**config.mk**
```make
export PLATFORM = sky130hd
export DESIGN_NAME = channel_prbs_and_jitter_fifo
export DESIGN_NICKNAME = d
export VERILOG_FILES = /design/src/rtl/dejitter_buffer.v /design/src/rtl/channel_prbs_and_jitter_fifo.v
export VERILOG_INCLUDE_DIRS = /design/src /design/src/rtl
export SDC_FILE = /design/constraint.sdc
export NUM_CORES = 1
export LEC_CHECK = 0
export BUFFER_PORTS_ARGS = -buffer_cell sky130_fd_sc_hd__buf_2
export CAP_MARGIN = 20
export CORE_AREA = 2 2 150 167
export DETAILED_ROUTE_END_ITERATION = 8
export DIE_AREA = 0 0 152 169
export PLACE_DENSITY_LB_ADDON = 0.25
export SLEW_MARGIN = 20
export SYNTH_ARGS = -nofsm -noshare
export SYNTH_HDL_FRONTEND = slang
export SYNTH_SLANG_ARGS = --single-unit
```
**constraint.sdc**
```tcl
create_clock -name clk_sys -period 3.2 [get_ports clk_sys]
set_input_delay 0.32 -clock clk_sys [delete_from_list [all_inputs] [get_ports clk_sys]]
set_output_delay 0.32 -clock clk_sys [all_outputs]
set_load 0.1 [all_outputs]
```
**src/rtl/chan_diag_regs.vh**
```
// Register map, field positions and timing counts for the channel diagnostic block
`ifndef CHAN_DIAG_REGS_VH
`define CHAN_DIAG_REGS_VH

// ----------------------------------------------------------------
// Register byte offsets
// ----------------------------------------------------------------
`define OFF_CTRL 4'h0
`define OFF_STATUS 4'h4
`define CTRL_RESET 8'h00

// ----------------------------------------------------------------
// Control register fields
// ----------------------------------------------------------------
`define CTRL_PATH 0
`define CTRL_CFG0 1
`define CTRL_CFG1 2
`define CTRL_PEN 3
`define CTRL_INS 4
`define CTRL_RLB 5
`define CTRL_LLB 6
`define CTRL_E3 7

// ----------------------------------------------------------------
// Status register fields
// ----------------------------------------------------------------
`define ST_LIMIT 0
`define ST_LOSS 1
`define ST_FILL_LSB 8

// ----------------------------------------------------------------
// Dejitter buffer settings
// ----------------------------------------------------------------
`define DJ_OFF 2'b00
`define DJ_SHORT 2'b01
`define DJ_LONG 2'b10
`define DJ_LIMIT_MARGIN 6'h02
`define DJ_AVG_SEED 12'h0c8
`define DJ_AVG_SHIFT 4
`define DJ_IV_MAX 8'hff

// ----------------------------------------------------------------
// Pattern generator and checker
// ----------------------------------------------------------------
`define PAT_SEED 23'h000001
`define PAT_SYNC_GOOD 6'h20
`define PAT_ERR_FORGIVE 6'h10
`define PAT_ERR_LOSS 3'h4
`define E3_TAP_A 22
`define E3_TAP_B 17
`define DS3_TAP_A 14
`define DS3_TAP_B 13

// ----------------------------------------------------------------
// Positions of the pins in the input synchroniser
// ----------------------------------------------------------------
`define PIN_TXC 0
`define PIN_TXP 1
`define PIN_TXN 2
`define PIN_RXC 3
`define PIN_RXP 4
`define PIN_RXN 5
`define PIN_COUNT 6

`endif

```
**src/rtl/dejitter_buffer.v**
```verilog
// Elastic buffer of the jitter attenuator with selectable depth and limit detect
`include "chan_diag_regs.vh"
`default_nettype none

module dejitter_buffer #(
  parameter WIDTH = 2,
  parameter AW = 5,
  parameter [AW:0] MARGIN = `DJ_LIMIT_MARGIN
) (
  input wire clk_sys,
  input wire resetn,
  input wire flush,
  input wire deep,
  input wire wr_en,
  input wire [WIDTH-1:0] wr_data,
  input wire rd_en,
  output reg [WIDTH-1:0] rd_data,
  output reg [AW:0] fill,
  output wire near_limit
);

  reg [WIDTH-1:0] mem [0:(1<<AW)-1];
  reg [AW-1:0] wp_r;
  reg [AW-1:0] rp_r;
  integer i;

  // Capacity follows the depth select; short depth uses half the array
  wire [AW:0] cap = deep ? {1'b1, {AW{1'b0}}} : {2'b01, {(AW-1){1'b0}}};
  wire [AW-1:0] last = cap[AW-1:0] - {{(AW-1){1'b0}}, 1'b1};
  wire do_wr = wr_en && (fill != cap);
  wire do_rd = rd_en && (fill != {(AW+1){1'b0}});

  // Within two entries of empty or of full
  assign near_limit = (fill <= MARGIN) || (fill >= cap - MARGIN);

  // Pointers wrap at the chosen capacity; a flush recentres the buffer
  always @(posedge clk_sys or negedge resetn) begin
    if (!resetn) begin
      wp_r <= {AW{1'b0}};
      rp_r <= {AW{1'b0}};
      fill <= {(AW+1){1'b0}};
      rd_data <= {WIDTH{1'b0}};
    end else if (flush) begin
      wp_r <= cap[AW:1];
      rp_r <= {AW{1'b0}};
      fill <= {1'b0, cap[AW:1]};
    end else begin
      if (do_wr)
        wp_r <= (wp_r == last) ? {AW{1'b0}} : wp_r + 1'b1;
      if (do_rd) begin
        rp_r <= (rp_r == last) ? {AW{1'b0}} : rp_r + 1'b1;
        rd_data <= mem[rp_r];
      end
      fill <= fill + {{AW{1'b0}}, do_wr} - {{AW{1'b0}}, do_rd};
    end
  end

  // Storage; a flush also clears stale contents
  always @(posedge clk_sys) begin
    if (flush) begin
      for (i = 0; i < (1 << AW); i = i + 1)
        mem[i] <= {WIDTH{1'b0}};
    end else if (do_wr) begin
      mem[wp_r] <= wr_data;
    end
  end

endmodule

`default_nettype wire

```
**src/rtl/channel_prbs_and_jitter_fifo.v**
```verilog
// Channel diagnostics: jitter attenuator buffer, pattern generator/checker, loopbacks
//
// Our own choices: the register addresses and register access over Avalon-MM.
`include "chan_diag_regs.vh"
`default_nettype none

module channel_prbs_and_jitter_fifo #(
  parameter AW = 5
) (
  input wire clk_sys,
  input wire resetn,
  input wire [3:0] address,
  input wire read,
  input wire write,
  input wire [31:0] writedata,
  output reg [31:0] readdata,
  output reg waitrequest,
  input wire tx_line_clock,
  input wire tx_pos_rail,
  input wire tx_neg_rail,
  input wire rx_recovered_clock,
  input wire rx_line_plus,
  input wire rx_line_minus,
  output reg tx_clock_out,
  output reg tx_line_pos_out,
  output reg tx_line_neg_out,
  output reg rx_clock_out,
  output reg rx_pos_rail,
  output reg rx_neg_violation_out
);

  // ----------------------------------------------------------------
  // Pin synchronisers
  // ----------------------------------------------------------------
  reg [`PIN_COUNT-1:0] s1_r;
  reg [`PIN_COUNT-1:0] s2_r;
  reg [`PIN_COUNT-1:0] s3_r;
  reg [`PIN_COUNT-1:0] pin_r;
  wire [`PIN_COUNT-1:0] pin_in;
  wire [`PIN_COUNT-1:0] agree = ~(s2_r ^ s3_r);
  wire [`PIN_COUNT-1:0] pin_nxt = (agree & s3_r) | (~agree & pin_r);
  wire [`PIN_COUNT-1:0] pin_rise = pin_nxt & ~pin_r;

  assign pin_in = {rx_line_minus, rx_line_plus, rx_recovered_clock, tx_neg_rail, tx_pos_rail, tx_line_clock};

  // Three stages; a level counts once stages two and three agree
  always @(posedge clk_sys or negedge resetn) begin
    if (!resetn) begin
      s1_r <= {`PIN_COUNT{1'b0}};
      s2_r <= {`PIN_COUNT{1'b0}};
      s3_r <= {`PIN_COUNT{1'b0}};
      pin_r <= {`PIN_COUNT{1'b0}};
    end else begin
      s1_r <= pin_in;
      s2_r <= s1_r;
      s3_r <= s2_r;
      pin_r <= pin_nxt;
    end
  end

  // ----------------------------------------------------------------
  // Register file
  // ----------------------------------------------------------------
  reg [7:0] ctrl_r;
  reg limit_r;
  reg sync_r;
  reg flush_r;
  reg ins_pend_r;
  wire [AW:0] fill;
  wire near_limit;
  wire acc = (read || write) && !waitrequest;
  wire wr_ctrl = acc && write && (address == `OFF_CTRL);
  wire rd_status = acc && read && (address == `OFF_STATUS);
  wire pen = ctrl_r[`CTRL_PEN];
  wire e3 = ctrl_r[`CTRL_E3];
  wire [1:0] dj_cfg = {ctrl_r[`CTRL_CFG1], ctrl_r[`CTRL_CFG0]};
  wire ja_on = (dj_cfg == `DJ_SHORT) || (dj_cfg == `DJ_LONG);
  wire deep = (dj_cfg == `DJ_LONG);
  wire ja_tx = ja_on && ctrl_r[`CTRL_PATH];
  wire ja_rx = ja_on && !ctrl_r[`CTRL_PATH];
  wire rlb = ctrl_r[`CTRL_RLB];
  wire llb = ctrl_r[`CTRL_LLB];
  wire remote = rlb && !llb;
  wire digital = !rlb && llb;
  wire analog = rlb && llb;
  reg [31:0] rd_mux;

  // Read data for the addressed register; unmapped reads return zero
  always @* begin
    rd_mux = 32'h00000000;
    if (address == `OFF_CTRL) begin
      rd_mux[7:0] = ctrl_r;
    end else if (address == `OFF_STATUS) begin
      rd_mux[`ST_LIMIT] = limit_r;
      rd_mux[`ST_LOSS] = pen && !sync_r;
      rd_mux[`ST_FILL_LSB+AW:`ST_FILL_LSB] = fill;
    end
  end

  // One wait state: request seen, then answered with waitrequest low
  always @(posedge clk_sys or negedge resetn) begin
    if (!resetn) begin
      waitrequest <= 1'b1;
      readdata <= 32'h00000000;
      ctrl_r <= `CTRL_RESET;
    end else begin
      if ((read || write) && waitrequest) begin
        waitrequest <= 1'b0;
        if (read)
          readdata <= rd_mux;
      end else begin
        waitrequest <= 1'b1;
      end
      if (wr_ctrl)
        ctrl_r <= writedata[7:0];
    end
  end

  // Arrival at the limit is the event; a fill that stays there cannot block the clearing read
  reg near_q_r;
  wire lim_cond = ja_on && near_limit && !flush_r;

  // Limit flag: hardware set wins over the clearing read
  always @(posedge clk_sys or negedge resetn) begin
    if (!resetn) begin
      limit_r <= 1'b0;
      flush_r <= 1'b1;
      near_q_r <= 1'b0;
    end else begin
      limit_r <= (lim_cond && !near_q_r) || (limit_r && !rd_status);
      flush_r <= rd_status || wr_ctrl;
      near_q_r <= lim_cond;
    end
  end

  // ----------------------------------------------------------------
  // Stream selection
  // ----------------------------------------------------------------
  wire txc_rise = pin_rise[`PIN_TXC];
  wire [1:0] tx_in = {pin_nxt[`PIN_TXN], pin_nxt[`PIN_TXP]};
  reg pace_r;
  reg gen_bit;
  wire [1:0] buf_out;
  wire line_ev = analog ? txc_rise : pin_rise[`PIN_RXC];
  wire [1:0] line_dat = analog ? {tx_line_neg_out, tx_line_pos_out} : {pin_nxt[`PIN_RXN], pin_nxt[`PIN_RXP]};
  wire rxa_ev = ja_rx ? pace_r : line_ev;
  wire [1:0] rxa_dat = ja_rx ? buf_out : line_dat;
  wire gen_ev = txc_rise && !remote;
  wire [1:0] gen_dat = pen ? {1'b0, gen_bit} : tx_in;
  wire src_ev = remote ? rxa_ev : gen_ev;
  wire [1:0] src_dat = remote ? rxa_dat : gen_dat;
  wire txo_ev = ja_tx ? pace_r : src_ev;
  wire [1:0] txo_dat = ja_tx ? buf_out : src_dat;
  wire buf_wr = ja_rx ? line_ev : src_ev;
  wire [1:0] buf_wdat = ja_rx ? line_dat : src_dat;

  dejitter_buffer #(
    .WIDTH(2),
    .AW(AW)
  ) u_buf (
    .clk_sys(clk_sys),
    .resetn(resetn),
    .flush(flush_r),
    .deep(deep),
    .wr_en(buf_wr && ja_on),
    .wr_data(buf_wdat),
    .rd_en(pace_r && ja_on),
    .rd_data(buf_out),
    .fill(fill),
    .near_limit(near_limit)
  );

  // ----------------------------------------------------------------
  // Smoothed read clock
  // ----------------------------------------------------------------
  reg [7:0] iv_r;
  reg [11:0] avg_r;
  reg [7:0] pc_r;
  reg dj_clk_r;
  wire [7:0] base = avg_r[11:`DJ_AVG_SHIFT];
  wire [AW:0] half = {1'b0, (deep ? {1'b1, {(AW-1){1'b0}}} : {2'b01, {(AW-2){1'b0}}})};
  reg [7:0] tgt;

  // Period follows buffer fill: drain faster above half, slower below
  always @* begin
    tgt = base;
    if (fill > half && base > 8'h02)
      tgt = base - 8'h01;
    else if (fill < half && base != `DJ_IV_MAX)
      tgt = base + 8'h01;
  end

  // Average write interval drives an evenly spaced read strobe
  always @(posedge clk_sys or negedge resetn) begin
    if (!resetn) begin
      iv_r <= 8'h01;
      avg_r <= `DJ_AVG_SEED;
      pc_r <= 8'h00;
      pace_r <= 1'b0;
      dj_clk_r <= 1'b0;
    end else begin
      if (buf_wr && ja_on) begin
        iv_r <= 8'h01;
        avg_r <= avg_r - (avg_r >> `DJ_AVG_SHIFT) + {4'h0, iv_r};
      end else if (iv_r != `DJ_IV_MAX) begin
        iv_r <= iv_r + 8'h01;
      end
      pace_r <= ja_on && (pc_r >= tgt);
      pc_r <= (pc_r >= tgt) ? 8'h00 : pc_r + 8'h01;
      dj_clk_r <= (pc_r < {1'b0, tgt[7:1]});
    end
  end

  // ----------------------------------------------------------------
  // Pattern generator
  // ----------------------------------------------------------------
  reg [22:0] gen_r;
  wire gen_fb = e3 ? (gen_r[`E3_TAP_A] ^ gen_r[`E3_TAP_B]) : (gen_r[`DS3_TAP_A] ^ gen_r[`DS3_TAP_B]);
  wire ins_rise = wr_ctrl && writedata[`CTRL_INS] && !ctrl_r[`CTRL_INS] && writedata[`CTRL_PEN];

  always @* begin
    gen_bit = gen_fb ^ ins_pend_r;
  end

  // Shift once per transmit clock; a pending insertion flips one bit
  always @(posedge clk_sys or negedge resetn) begin
    if (!resetn) begin
      gen_r <= `PAT_SEED;
      ins_pend_r <= 1'b0;
    end else begin
      if (pen && gen_ev)
        gen_r <= {gen_r[21:0], gen_fb};
      ins_pend_r <= ins_rise || (ins_pend_r && !(pen && gen_ev));
    end
  end

  // ----------------------------------------------------------------
  // Pattern checker
  // ----------------------------------------------------------------
  reg [22:0] chk_r;
  reg [5:0] good_r;
  reg [2:0] bad_r;
  reg err_pulse_r;
  wire chk_exp = e3 ? (chk_r[`E3_TAP_A] ^ chk_r[`E3_TAP_B]) : (chk_r[`DS3_TAP_A] ^ chk_r[`DS3_TAP_B]);
  wire chk_err = rxa_dat[0] != chk_exp;

  // Self-synchronising compare; sync after a clean run, lost after errors
  always @(posedge clk_sys or negedge resetn) begin
    if (!resetn) begin
      chk_r <= 23'h000000;
      good_r <= 6'h00;
      bad_r <= 3'h0;
      sync_r <= 1'b0;
      err_pulse_r <= 1'b0;
    end else if (!pen) begin
      good_r <= 6'h00;
      bad_r <= 3'h0;
      sync_r <= 1'b0;
      err_pulse_r <= 1'b0;
    end else if (rxa_ev) begin
      // In sync the reference runs on itself, so one line error counts once
      chk_r <= {chk_r[21:0], sync_r ? chk_exp : rxa_dat[0]};
      err_pulse_r <= chk_err && sync_r;
      if (chk_err) begin
        good_r <= 6'h00;
        if (sync_r) begin
          bad_r <= bad_r + 3'h1;
          if (bad_r + 3'h1 == `PAT_ERR_LOSS)
            sync_r <= 1'b0;
        end
      end else begin
        if (good_r != `PAT_SYNC_GOOD)
          good_r <= good_r + 6'h01;
        if (good_r + 6'h01 == `PAT_SYNC_GOOD)
          sync_r <= 1'b1;
        if (good_r + 6'h01 == `PAT_ERR_FORGIVE)
          bad_r <= 3'h0;
      end
    end
  end

  // ----------------------------------------------------------------
  // Output pins
  // ----------------------------------------------------------------
  // Transmit pins update on their own event; single rail in pattern mode
  always @(posedge clk_sys or negedge resetn) begin
    if (!resetn) begin
      tx_line_pos_out <= 1'b0;
      tx_line_neg_out <= 1'b0;
      tx_clock_out <= 1'b0;
    end else begin
      if (txo_ev)
        tx_line_pos_out <= txo_dat[0];
      if (pen)
        tx_line_neg_out <= 1'b0;
      else if (txo_ev)
        tx_line_neg_out <= txo_dat[1];
      if (ja_tx)
        tx_clock_out <= dj_clk_r;
      else if (remote)
        tx_clock_out <= analog ? pin_r[`PIN_TXC] : pin_r[`PIN_RXC];
      else
        tx_clock_out <= pin_r[`PIN_TXC];
    end
  end

  // Receive pins: digital loop, pattern indication or received stream
  always @(posedge clk_sys or negedge resetn) begin
    if (!resetn) begin
      rx_clock_out <= 1'b0;
      rx_pos_rail <= 1'b0;
      rx_neg_violation_out <= 1'b0;
    end else if (digital) begin
      rx_clock_out <= pin_r[`PIN_TXC];
      rx_pos_rail <= pin_r[`PIN_TXP];
      rx_neg_violation_out <= pin_r[`PIN_TXN];
    end else begin
      rx_clock_out <= ja_rx ? dj_clk_r : (analog ? pin_r[`PIN_TXC] : pin_r[`PIN_RXC]);
      if (rxa_ev)
        rx_pos_rail <= rxa_dat[0];
      if (pen)
        rx_neg_violation_out <= !sync_r || err_pulse_r;
      else if (rxa_ev)
        rx_neg_violation_out <= rxa_dat[1];
    end
  end

endmodule

`default_nettype wire

```
==> results.toml, run 1 <==
[timing]
slew_violations = 0
fin_crit_sh = 1.02
finalClockSkew_ns = 0.0164
setup_tns_ns = -0.0964
relSlewSlack = 0.542
tightest_slew_ns = 0.687
rsz0062_at_grt = "yes"
setup_violations = 2
hold_violations = 0
max_freq_mhz = 306
period_minus_slack_ns = 3.26
setup_ws_ns = -0.0645

[floorplanning]
rows = 60
io_pins = 85
core_area_um2 = 24100
die_height_um = 169
die-area_um2 = 25700
fp.dieW_um = 152
initial_utilization = 0.489

[cells_and_area]
regArea_um2 = 5980
diodes = 0
final_area_um2 = 13600
fillCellCount = 2025
fin_util = 0.562
multi_input_area_um2 = 5510
drive_gt1_frac = 0.231
area_growth_pct = 14.9
final_nets = 1221

[logic_synthesis]
synth_common_cells = "dfrtp_1 (155), nor2_1 (112), inv_1 (67)"
synth_top_cell_area_share = 0.329
synthTopCellsByArea = "dfrtp_1 (33%), edfxtp_1 (16%), ha_1 (6.4%)"
async_reset_ff_frac = 0.717
yosysMostFrequentCell = "dfrtp_1"
syn_area_um2 = 11800
ys_types = 79
synth_edf_count = 64
yosys.area.top_type = "dfrtp_1"
synth-main-ff-cell = "dfrtp_1"
syn_area_per_cell_um2 = 11.5
ys_seq_elements = 226
ys.warnings.count = 0
syn_inst = 1029
ys_seq_area_frac = 0.508

[global_route]
grt_max_degree = 81
grt_usage = 0.188
grt_pass1_wl_mm = 39.6
grt_pass1_vias = 7882
antenna_found_initial = 0
grt_overflow = 0

[detailed_routing]
drc_errors = 0
viasPerCell = 5.46
first_pass_iters = 5
wire_per_inst_um = 17.0
ant_nets = 0
finalWirelength_mm = 24.4
drtIter0Drc = 559
num_vias = 7825

[critical_path]
critPathMaxStageDelay_ns = 0.38
worstPathRequired_ns = 3.60
crit_path_end_kind = "flop"
critPathMaxFanout = 5
cp-start-kind = "flop"
path_cells = "inv_2, ha_4, inv_4, buf_6, ha_4, nand2_4, nor4_4, nor3_2, nor2_1, xnor2_1, ha_1, nand2b_4, a21o_1, a21o_1, a211oi_4, o21ai_4, and3b_1"
worstSetupPathType = "flop to flop"
cp_slowest_cell = "dfrtp_1"
cp_data_arrival_time_ns = 3.66

[clock_tree]
root_buffer = "clkbuf_16"
clock_latency_ns = 0.52
numClockSinks = 226
cts_tree = "done"
clk_path_buf_depth = 3
htree_levels = 1
numCtsBuffers = 24
path_clk_slew_ns = 0.06

[place]
pre_cts_ws_ns = -0.139
post_dp_cell_area_um2 = 12500
place_congestion = 0.856
port_buffers = 42
hpwlAfterDp_mm = 16.8

[run_status]
status = "finished, violations left"
violations = "setup timing"

[power]
total_power_mw = 12.3
p_per_area_nw_per_um2 = 909
vdd.ir_drop.worst_mv = 0.477
p_leak_nw = 5.83

[worst_hold_path]
hp-class = "input pin to flop"

[job]
drv_cap = 0
-- cell usage in the layout (no fill, tap or decap), drive strengths merged, types with 18 or more instances in the layout --
cell,instances
nand2,60
o21ai,40
clkbuf,34
dfrtp,155
mux2i,22
conb,18
xnor2,21
edfxtp,64
buf,83
a21oi,36
nand3,21
xor2,18
inv,70
ha,60
o21bai,35
mux4,18
nor2,113
mux2,58
-- per-layer routing --
metal	vias to the layer above	routed length, um	global-route usage
li1	3755	-	-
met1	3850	10900	0.247
met2	174	11900	0.327
met3	46	1070	0.0287
met4	0	539	0.0475
met5	-	0	0
-- repair_timing --
item | CTS | global route
setup buffers | 1 | 2
hold endpoints to repair | 56 | 0
resized for setup | 17 | 18
pin swaps | 8 | 19
cloned | 0 | 1
endpoints found under the setup margin | 10 | 10
hold buffers | 9 | 0
-- power breakdown --
group / leakage (nW) / internal (mW) / switching, mW
Sequential: 2.66 / 3.37 / 0.469
Combinational: 2.78 / 2.49 / 3.27
Clock: 0.396 / 1.57 / 1.14
Total: 5.83 / 7.43 / 4.88
-- kinds of logic (layout without fill, tap and decap cells) --
group / after synthesis / count (layout) / synth area share
compound gates: 187 / 188 / 0.108
simple gates: 277 / 277 / 0.114
buf+inv: 126 / 203 / 0.0485
flops: 226 / 226 / 0.508
mux: 98 / 98 / 0.109
other cells: 1 / 18 / 0.000318
xor+xnor: 39 / 39 / 0.0290
fa+ha+maj: 75 / 75 / 0.0841
-- registers in the layout, summed over array words and instances, names as in the netlist, 2 cells and up --
register,flops
avg_r,12
bad_r,3
chk_r,23
ctrl_r,8
gen_r,23
good_r,6
iv_r,8
pc_r,8
pin_r,6
readdata,14
s1_r,6
s2_r,6
s3_r,6
u_buf.fill,6
u_buf.mem,64
u_buf.rd_data,2
u_buf.rp_r,5
u_buf.wp_r,5
-- final timing paths --
kind | startpoint | endpoint | slack (ns) | cells after the start
worst max-delay path | ctrl_r[1] | pace_r | -0.06 | 17
worst min-delay path | writedata[5] | ctrl_r[5] | 0.04 | 2
worst max register to register | ctrl_r[1] | pace_r | -0.06 | 17
worst min register to register | s1_r[4] | s2_r[4] | 0.35 | 0
max in group asynchronous | resetn | iv_r[0] | 2.04 | 3
min in group asynchronous | resetn | gen_r[6] | 0.35 | 2
-- final cells by class --
cell class / instances / area share
inverters: 67 / 0.0187
multi-input cells: 695 / 0.407
clock buffers: 34 / 0.0531
flip-flops and latches: 226 / 0.442
repair buffers: 92 / 0.0465
well taps: 310 / 0.0286
clock inverters: 10 / 0.00462
-- per-stage QoR --
stage / cells / hold slack [ns]
finish: 1434 / 0.0440
floorplan: 1046 / 0.0244
global placement: 1377 / 0.315
CTS: 1431 / 0.0287
global route: 1434 / 0.0299
detailed placement: 1377 / 0.316
-- critical path: cells and delay by family, from the launching register on --
| kind | cells | cell delay [ns] |
|---|---|---|
| AO/OA/AOI/OAI | 4 | 0.78 |
| XOR/XNOR | 1 | 0.14 |
| adder cells (fa/ha/maj) | 3 | 0.67 |
| buffers and inverters | 3 | 0.23 |
| flip-flops | 1 | 0.38 |
| AND/OR/NAND/NOR | 6 | 0.96 |
Power figures use the tool's default switching activity.
==> run 2: changes to the inputs <==
--- a/config.mk
+++ b/config.mk
@@ -8,9 +8,9 @@
 export LEC_CHECK = 0
 export BUFFER_PORTS_ARGS = -buffer_cell sky130_fd_sc_hd__buf_2
 export CAP_MARGIN = 20
-export CORE_AREA = 2 2 150 167
+export CORE_AREA = 2 2 163 181
 export DETAILED_ROUTE_END_ITERATION = 8
-export DIE_AREA = 0 0 152 169
+export DIE_AREA = 0 0 165 183
 export PLACE_DENSITY_LB_ADDON = 0.25
 export SLEW_MARGIN = 20
 export SYNTH_ARGS = -nofsm -noshare
==> results.toml, run 2 (synthesis results as in run 1) <==
[critical_path]
worst_r2r_path_depth = 14
crit_path_end = "pace_r"
r2r_setup_slack_ns = 0.04
crit_start = "ctrl_r[1]"
worstPathRequired_ns = 3.62
rr_startpoint = "ctrl_r[1]"
worstSetupPathType = "flop to flop"
critPathMaxFanout = 5
cp-start-kind = "flop"
r2r_end = "pace_r"
crit_path_end_kind = "flop"
cp_data_arrival_time_ns = 3.58

[floorplanning]
io_pins = 85
rows = 65
die-area_um2 = 30200
initial_utilization = 0.415
fp.dieW_um = 165
die_height_um = 183
core_area_um2 = 28400

[clock_tree]
numClockSinks = 226
root_buffer = "clkbuf_16"
clk_path_buf_depth = 3
numCtsBuffers = 26
cts_tree = "done"
path_clk_slew_ns = 0.06
htree_levels = 1
clock_latency_ns = 0.53

[detailed_routing]
num_vias = 7785
viasPerCell = 5.22
ant_nets = 0
drc_errors = 0
first_pass_iters = 5
wire_per_inst_um = 16.9
drtIter0Drc = 499
finalWirelength_mm = 25.2

[power]
pwr-share-comb = 0.457
total_power_mw = 12.5
cell_internal_pwr_mw = 7.55
p_per_area_nw_per_um2 = 914
p_leak_nw = 5.83
p_sw_frac = 0.395
p_clk_frac = 0.234
vdd.ir_drop.worst_mv = 0.659
power_frac_seq = 0.310
switchingPower_mw = 4.93

[cells_and_area]
final_nets = 1219
final_cell_mix = "dfrtp_1 (155), nor2_1 (110), inv_1 (64), edfxtp_1 (64)"
top_regs = "u_buf.mem x64, chk_r x23, gen_r x23"
diodes = 0
largest_register_ffs = 64
fillCellCount = 2578
area_growth_pct = 15.8
fin_cells = 1492
final_common_cell = "dfrtp_1"
regMostFlops = "u_buf.mem"
drive_gt1_frac = 0.227

[worst_hold_path]
hold_depth = 2
hp-class = "input pin to flop"

[place]
numPlacedInstances = 1430
place_congestion = 0.807
hpwlAfterDp_mm = 17.3
port_buffers = 42
pre_cts_ws_ns = -0.179

[global_route]
antenna_found_initial = 0
grt_overflow = 0
grt_max_degree = 72
grt_usage = 0.169
grt_pass1_wl_mm = 41.1
grt_pass1_vias = 7829

[timing]
slew_violations = 0
relSlewSlack = 0.488
setup_ws_ns = 0.0401
fin_crit_sh = 0.987
rsz0062_at_grt = "yes"
period_minus_slack_ns = 3.16
finalClockSkew_ns = 0.0261
hold_violations = 0
setup_tns_ns = 0
setup_violations = 0
tightest_slew_ns = 0.768
max_freq_mhz = 316

[job]
drv_cap = 0

[run_status]
status = "complete, no violations"
==> run 2: cell types whose count changed in the layout (fill, tap and decap cells not counted), moves of 2 or more <==
cell / before / now
buf_4: 39 / 34
clkinvlp_4: 0 / 3
clkbuf_8: 6 / 0
bufinv_16: 0 / 2
clkbuf_16: 25 / 27
clkinv_1: 0 / 3
==> run 2: area by class of cell <==
cell class	count	area, um2	area share
tap	368	460	0.0337
sequential	226	5980	0.438
clock buffer	30	687	0.0503
inverter	67	256	0.0188
clock inverter	18	155	0.0114
timing repair buffer	88	604	0.0443
multi-input combinational	695	5510	0.403
==> run 2: power groups by stage <==
| stage | sequential [mW] | combinational (mW) | clock (mW) |
|---|---|---|---|
| finish | 3.87 | 5.70 | 2.92 |
| global route | 3.93 | 6.40 | 3.11 |
| CTS | 3.87 | 5.56 | 2.99 |
| detailed placement | 3.92 | 5.17 | 0 |
| global placement | 3.91 | 5.09 | 0 |
| floorplan | 4.02 | 3.80 | 0 |
==> run 2: how the worst min path moves through the flow <==
| stage | start | endpoint |
|---|---|---|
| after floorplan | resetn | avg_r[0] |
| after global placement | s1_r[4] | s2_r[4] |
| after detailed placement | s1_r[2] | s2_r[2] |
| after CTS | writedata[0] | ctrl_r[0] |
| after global routing | writedata[5] | ctrl_r[5] |
| final | writedata[6] | ctrl_r[6] |
==> run 2: what timing repair did <==
action | in CTS | in global routing
hold buffers | 9 | 0
gates cloned | 1 | 0
setup endpoints to repair | 10 | 11
hold endpoints to repair | 73 | 0
resized for setup | 23 | 14
setup buffers | 4 | 0
pin swaps | 21 | 14
==> run 2: per-stage QoR <==
step / hold slack, ns / utilization / area [um2]
after floorplan: 0.0244 / - / 11900
after global placement: 0.334 / 0.440 / 12500
after detailed placement: 0.339 / 0.440 / 12500
after CTS: 0.0141 / 0.479 / 13600
after global routing: 0.0296 / 0.481 / 13700
final: 0.0288 / 0.481 / 13700
==> run 2: worst max-delay path: stages (launching register included) <==
cell	delay [ns]
dfrtp_1	0.38
inv_2	0.08
ha_4	0.14
inv_4	0.04
ha_4	0.27
inv_4	0.05
o21a_4	0.22
or3_4	0.36
a32o_1	0.25
ha_1	0.27
a21o_1	0.18
a21o_1	0.20
a211oi_4	0.32
o21ai_4	0.12
and3b_1	0.18
==> run 2: metal layers <==
layer  global-route usage  routed length [um]  up-vias
met5                    0                   0        -
met4               0.0403                 479        0
met3               0.0215                1020       34
met2                0.293               12400      152
met1                0.226               11300     3853
li1                     -                   -     3746
==> run 3: changes to the inputs <==
--- a/config.mk
+++ b/config.mk
@@ -11,7 +11,7 @@
 export CORE_AREA = 2 2 163 181
 export DETAILED_ROUTE_END_ITERATION = 8
 export DIE_AREA = 0 0 165 183
-export PLACE_DENSITY_LB_ADDON = 0.25
+export PLACE_DENSITY_LB_ADDON = 0.2
 export SLEW_MARGIN = 20
 export SYNTH_ARGS = -nofsm -noshare
 export SYNTH_HDL_FRONTEND = slang
==> results.toml, run 3 (synthesis results as in run 1) <==
[run_status]
status = "complete, no violations"

[detailed_routing]
ant_nets = 0
highest_layer = "met4"
wl_met3_um = 881
wirelength_met1_mm = 11.4
finalWirelength_mm = 25.2
met2_length_mm = 12.4
drc_errors = 0
viasPerCell = 5.20
drtIter0Drc = 416
num_vias = 7788
wire_per_inst_um = 16.8
first_pass_iters = 4

[critical_path]
critPathMaxFanout = 5
r2r_setup_slack_ns = 0.009
cp-start-kind = "flop"
worst_r2r_path_depth = 15
r2r_end = "pace_r"
crit_path_end_kind = "flop"
worstPathRequired_ns = 3.60
worstSetupPathType = "flop to flop"
rr_startpoint = "ctrl_r[1]"
crit_start = "ctrl_r[1]"
crit_path_end = "pace_r"
cp_data_arrival_time_ns = 3.59

[clock_tree]
cts_tree = "done"
htree_levels = 1
clock_latency_ns = 0.53
numClockSinks = 226
clk_path_buf_depth = 3
numCtsBuffers = 25
path_clk_slew_ns = 0.06
root_buffer = "clkbuf_16"

[timing]
relSlewSlack = 0.474
rsz0062_at_grt = "yes"
setup_violations = 0
setup_tns_ns = 0
hold_violations = 0
finalClockSkew_ns = 0.0210
tightest_slew_ns = 0.790
period_minus_slack_ns = 3.19
slew_violations = 0
setup_ws_ns = 0.00897
fin_crit_sh = 0.997
max_freq_mhz = 313

[place]
port_buffers = 42
hpwlAfterDp_mm = 17.3
place_congestion = 0.803
pre_cts_ws_ns = -0.177
post_dp_cell_area_um2 = 12500

[floorplanning]
die_height_um = 183
die-area_um2 = 30200
fp.dieW_um = 165
core_area_um2 = 28400
rows = 65
initial_utilization = 0.415
io_pins = 85

[cells_and_area]
area_growth_pct = 16.1
top_regs = "u_buf.mem x64, chk_r x23, gen_r x23"
final_area_um2 = 13700
final_nets = 1227
final_common_cell = "dfrtp_1"
multi_input_area_um2 = 5470
regMostFlops = "u_buf.mem"
largest_register_ffs = 64
final_cell_mix = "dfrtp_1 (154), nor2_1 (111), inv_1 (64), edfxtp_1 (64)"
regArea_um2 = 5990
diodes = 0
fin_util = 0.482
fillCellCount = 2604
drive_gt1_frac = 0.227

[power]
p_per_area_nw_per_um2 = 909
p_leak_nw = 5.86
vdd.ir_drop.worst_mv = 0.549

[worst_hold_path]
hp-class = "input pin to flop"

[global_route]
grt_usage = 0.173
grt_pass1_vias = 8009
grt_overflow = 0
grt_max_degree = 85
grt_pass1_wl_mm = 41.6
antenna_found_initial = 0

[job]
drv_cap = 0
[run 3: area by class of cell]
cell class / count / area share
Clock inverter: 10 / 0.00878
Tap cell: 368 / 0.0336
Sequential cell: 226 / 0.437
Multi-Input combinational cell: 695 / 0.399
Timing Repair Buffer: 97 / 0.0488
Clock buffer: 36 / 0.0532
Inverter: 67 / 0.0187
[run 3: worst min-delay path by stage]
stage | startpoint | endpoint | slack, ns | depth (start not counted)
after floorplan | resetn | avg_r[0] | 0.02 | 0
after global placement | s1_r[2] | s2_r[2] | 0.34 | 0
after detailed placement | s1_r[0] | s2_r[0] | 0.34 | 0
after CTS | writedata[5] | ctrl_r[5] | 0.02 | 2
after global routing | writedata[5] | ctrl_r[5] | 0.02 | 2
final | writedata[5] | ctrl_r[5] | 0.03 | 2
[run 3: power breakdown]
part | switching (mW) | internal (mW) | total (mW)
logic | 3.19 | 2.46 | 5.65
clock network | 1.18 | 1.75 | 2.93
registers | 0.486 | 3.37 | 3.86
total | 4.86 | 7.58 | 12.4
[run 3: metal layers]
metal	vias to the layer above	track usage
li1	3783	-
met1	3843	0.226
met2	130	0.301
met3	32	0.0213
met4	0	0.0490
met5	-	0
[run 3: worst max-delay path, stage by stage, from the launching register on]
cell and delay [ns]:
dfrtp_1 0.39, inv_2 0.08, ha_4 0.16, inv_4 0.05
ha_4 0.27, inv_4 0.04, nor4_4 0.38, nor3_4 0.07
buf_4 0.16, a22oi_1 0.18, xnor2_1 0.18, ha_1 0.27
a21o_1 0.21, a211oi_4 0.33, o21ai_4 0.11, and3b_1 0.18
[run 3: stage by stage]
| stage | instances | power (mW) | hold slack [ns] |
|---|---|---|---|
| after global placement | 1434 | 9.08 | 0.341 |
| after global routing | 1499 | 13.4 | 0.0237 |
| after CTS | 1495 | 12.5 | 0.0158 |
| final | 1499 | 12.4 | 0.0320 |
| after detailed placement | 1434 | 9.15 | 0.337 |
| after floorplan | 1046 | 7.82 | 0.0244 |
[run 3: what timing repair did]
action	CTS	global route
cloned	1	0
gates resized for setup	22	8
setup buffers	5	4
endpoints found under the setup margin	10	11
pin swaps	12	11
hold buffers	9	0
hold endpoints to repair	86	0
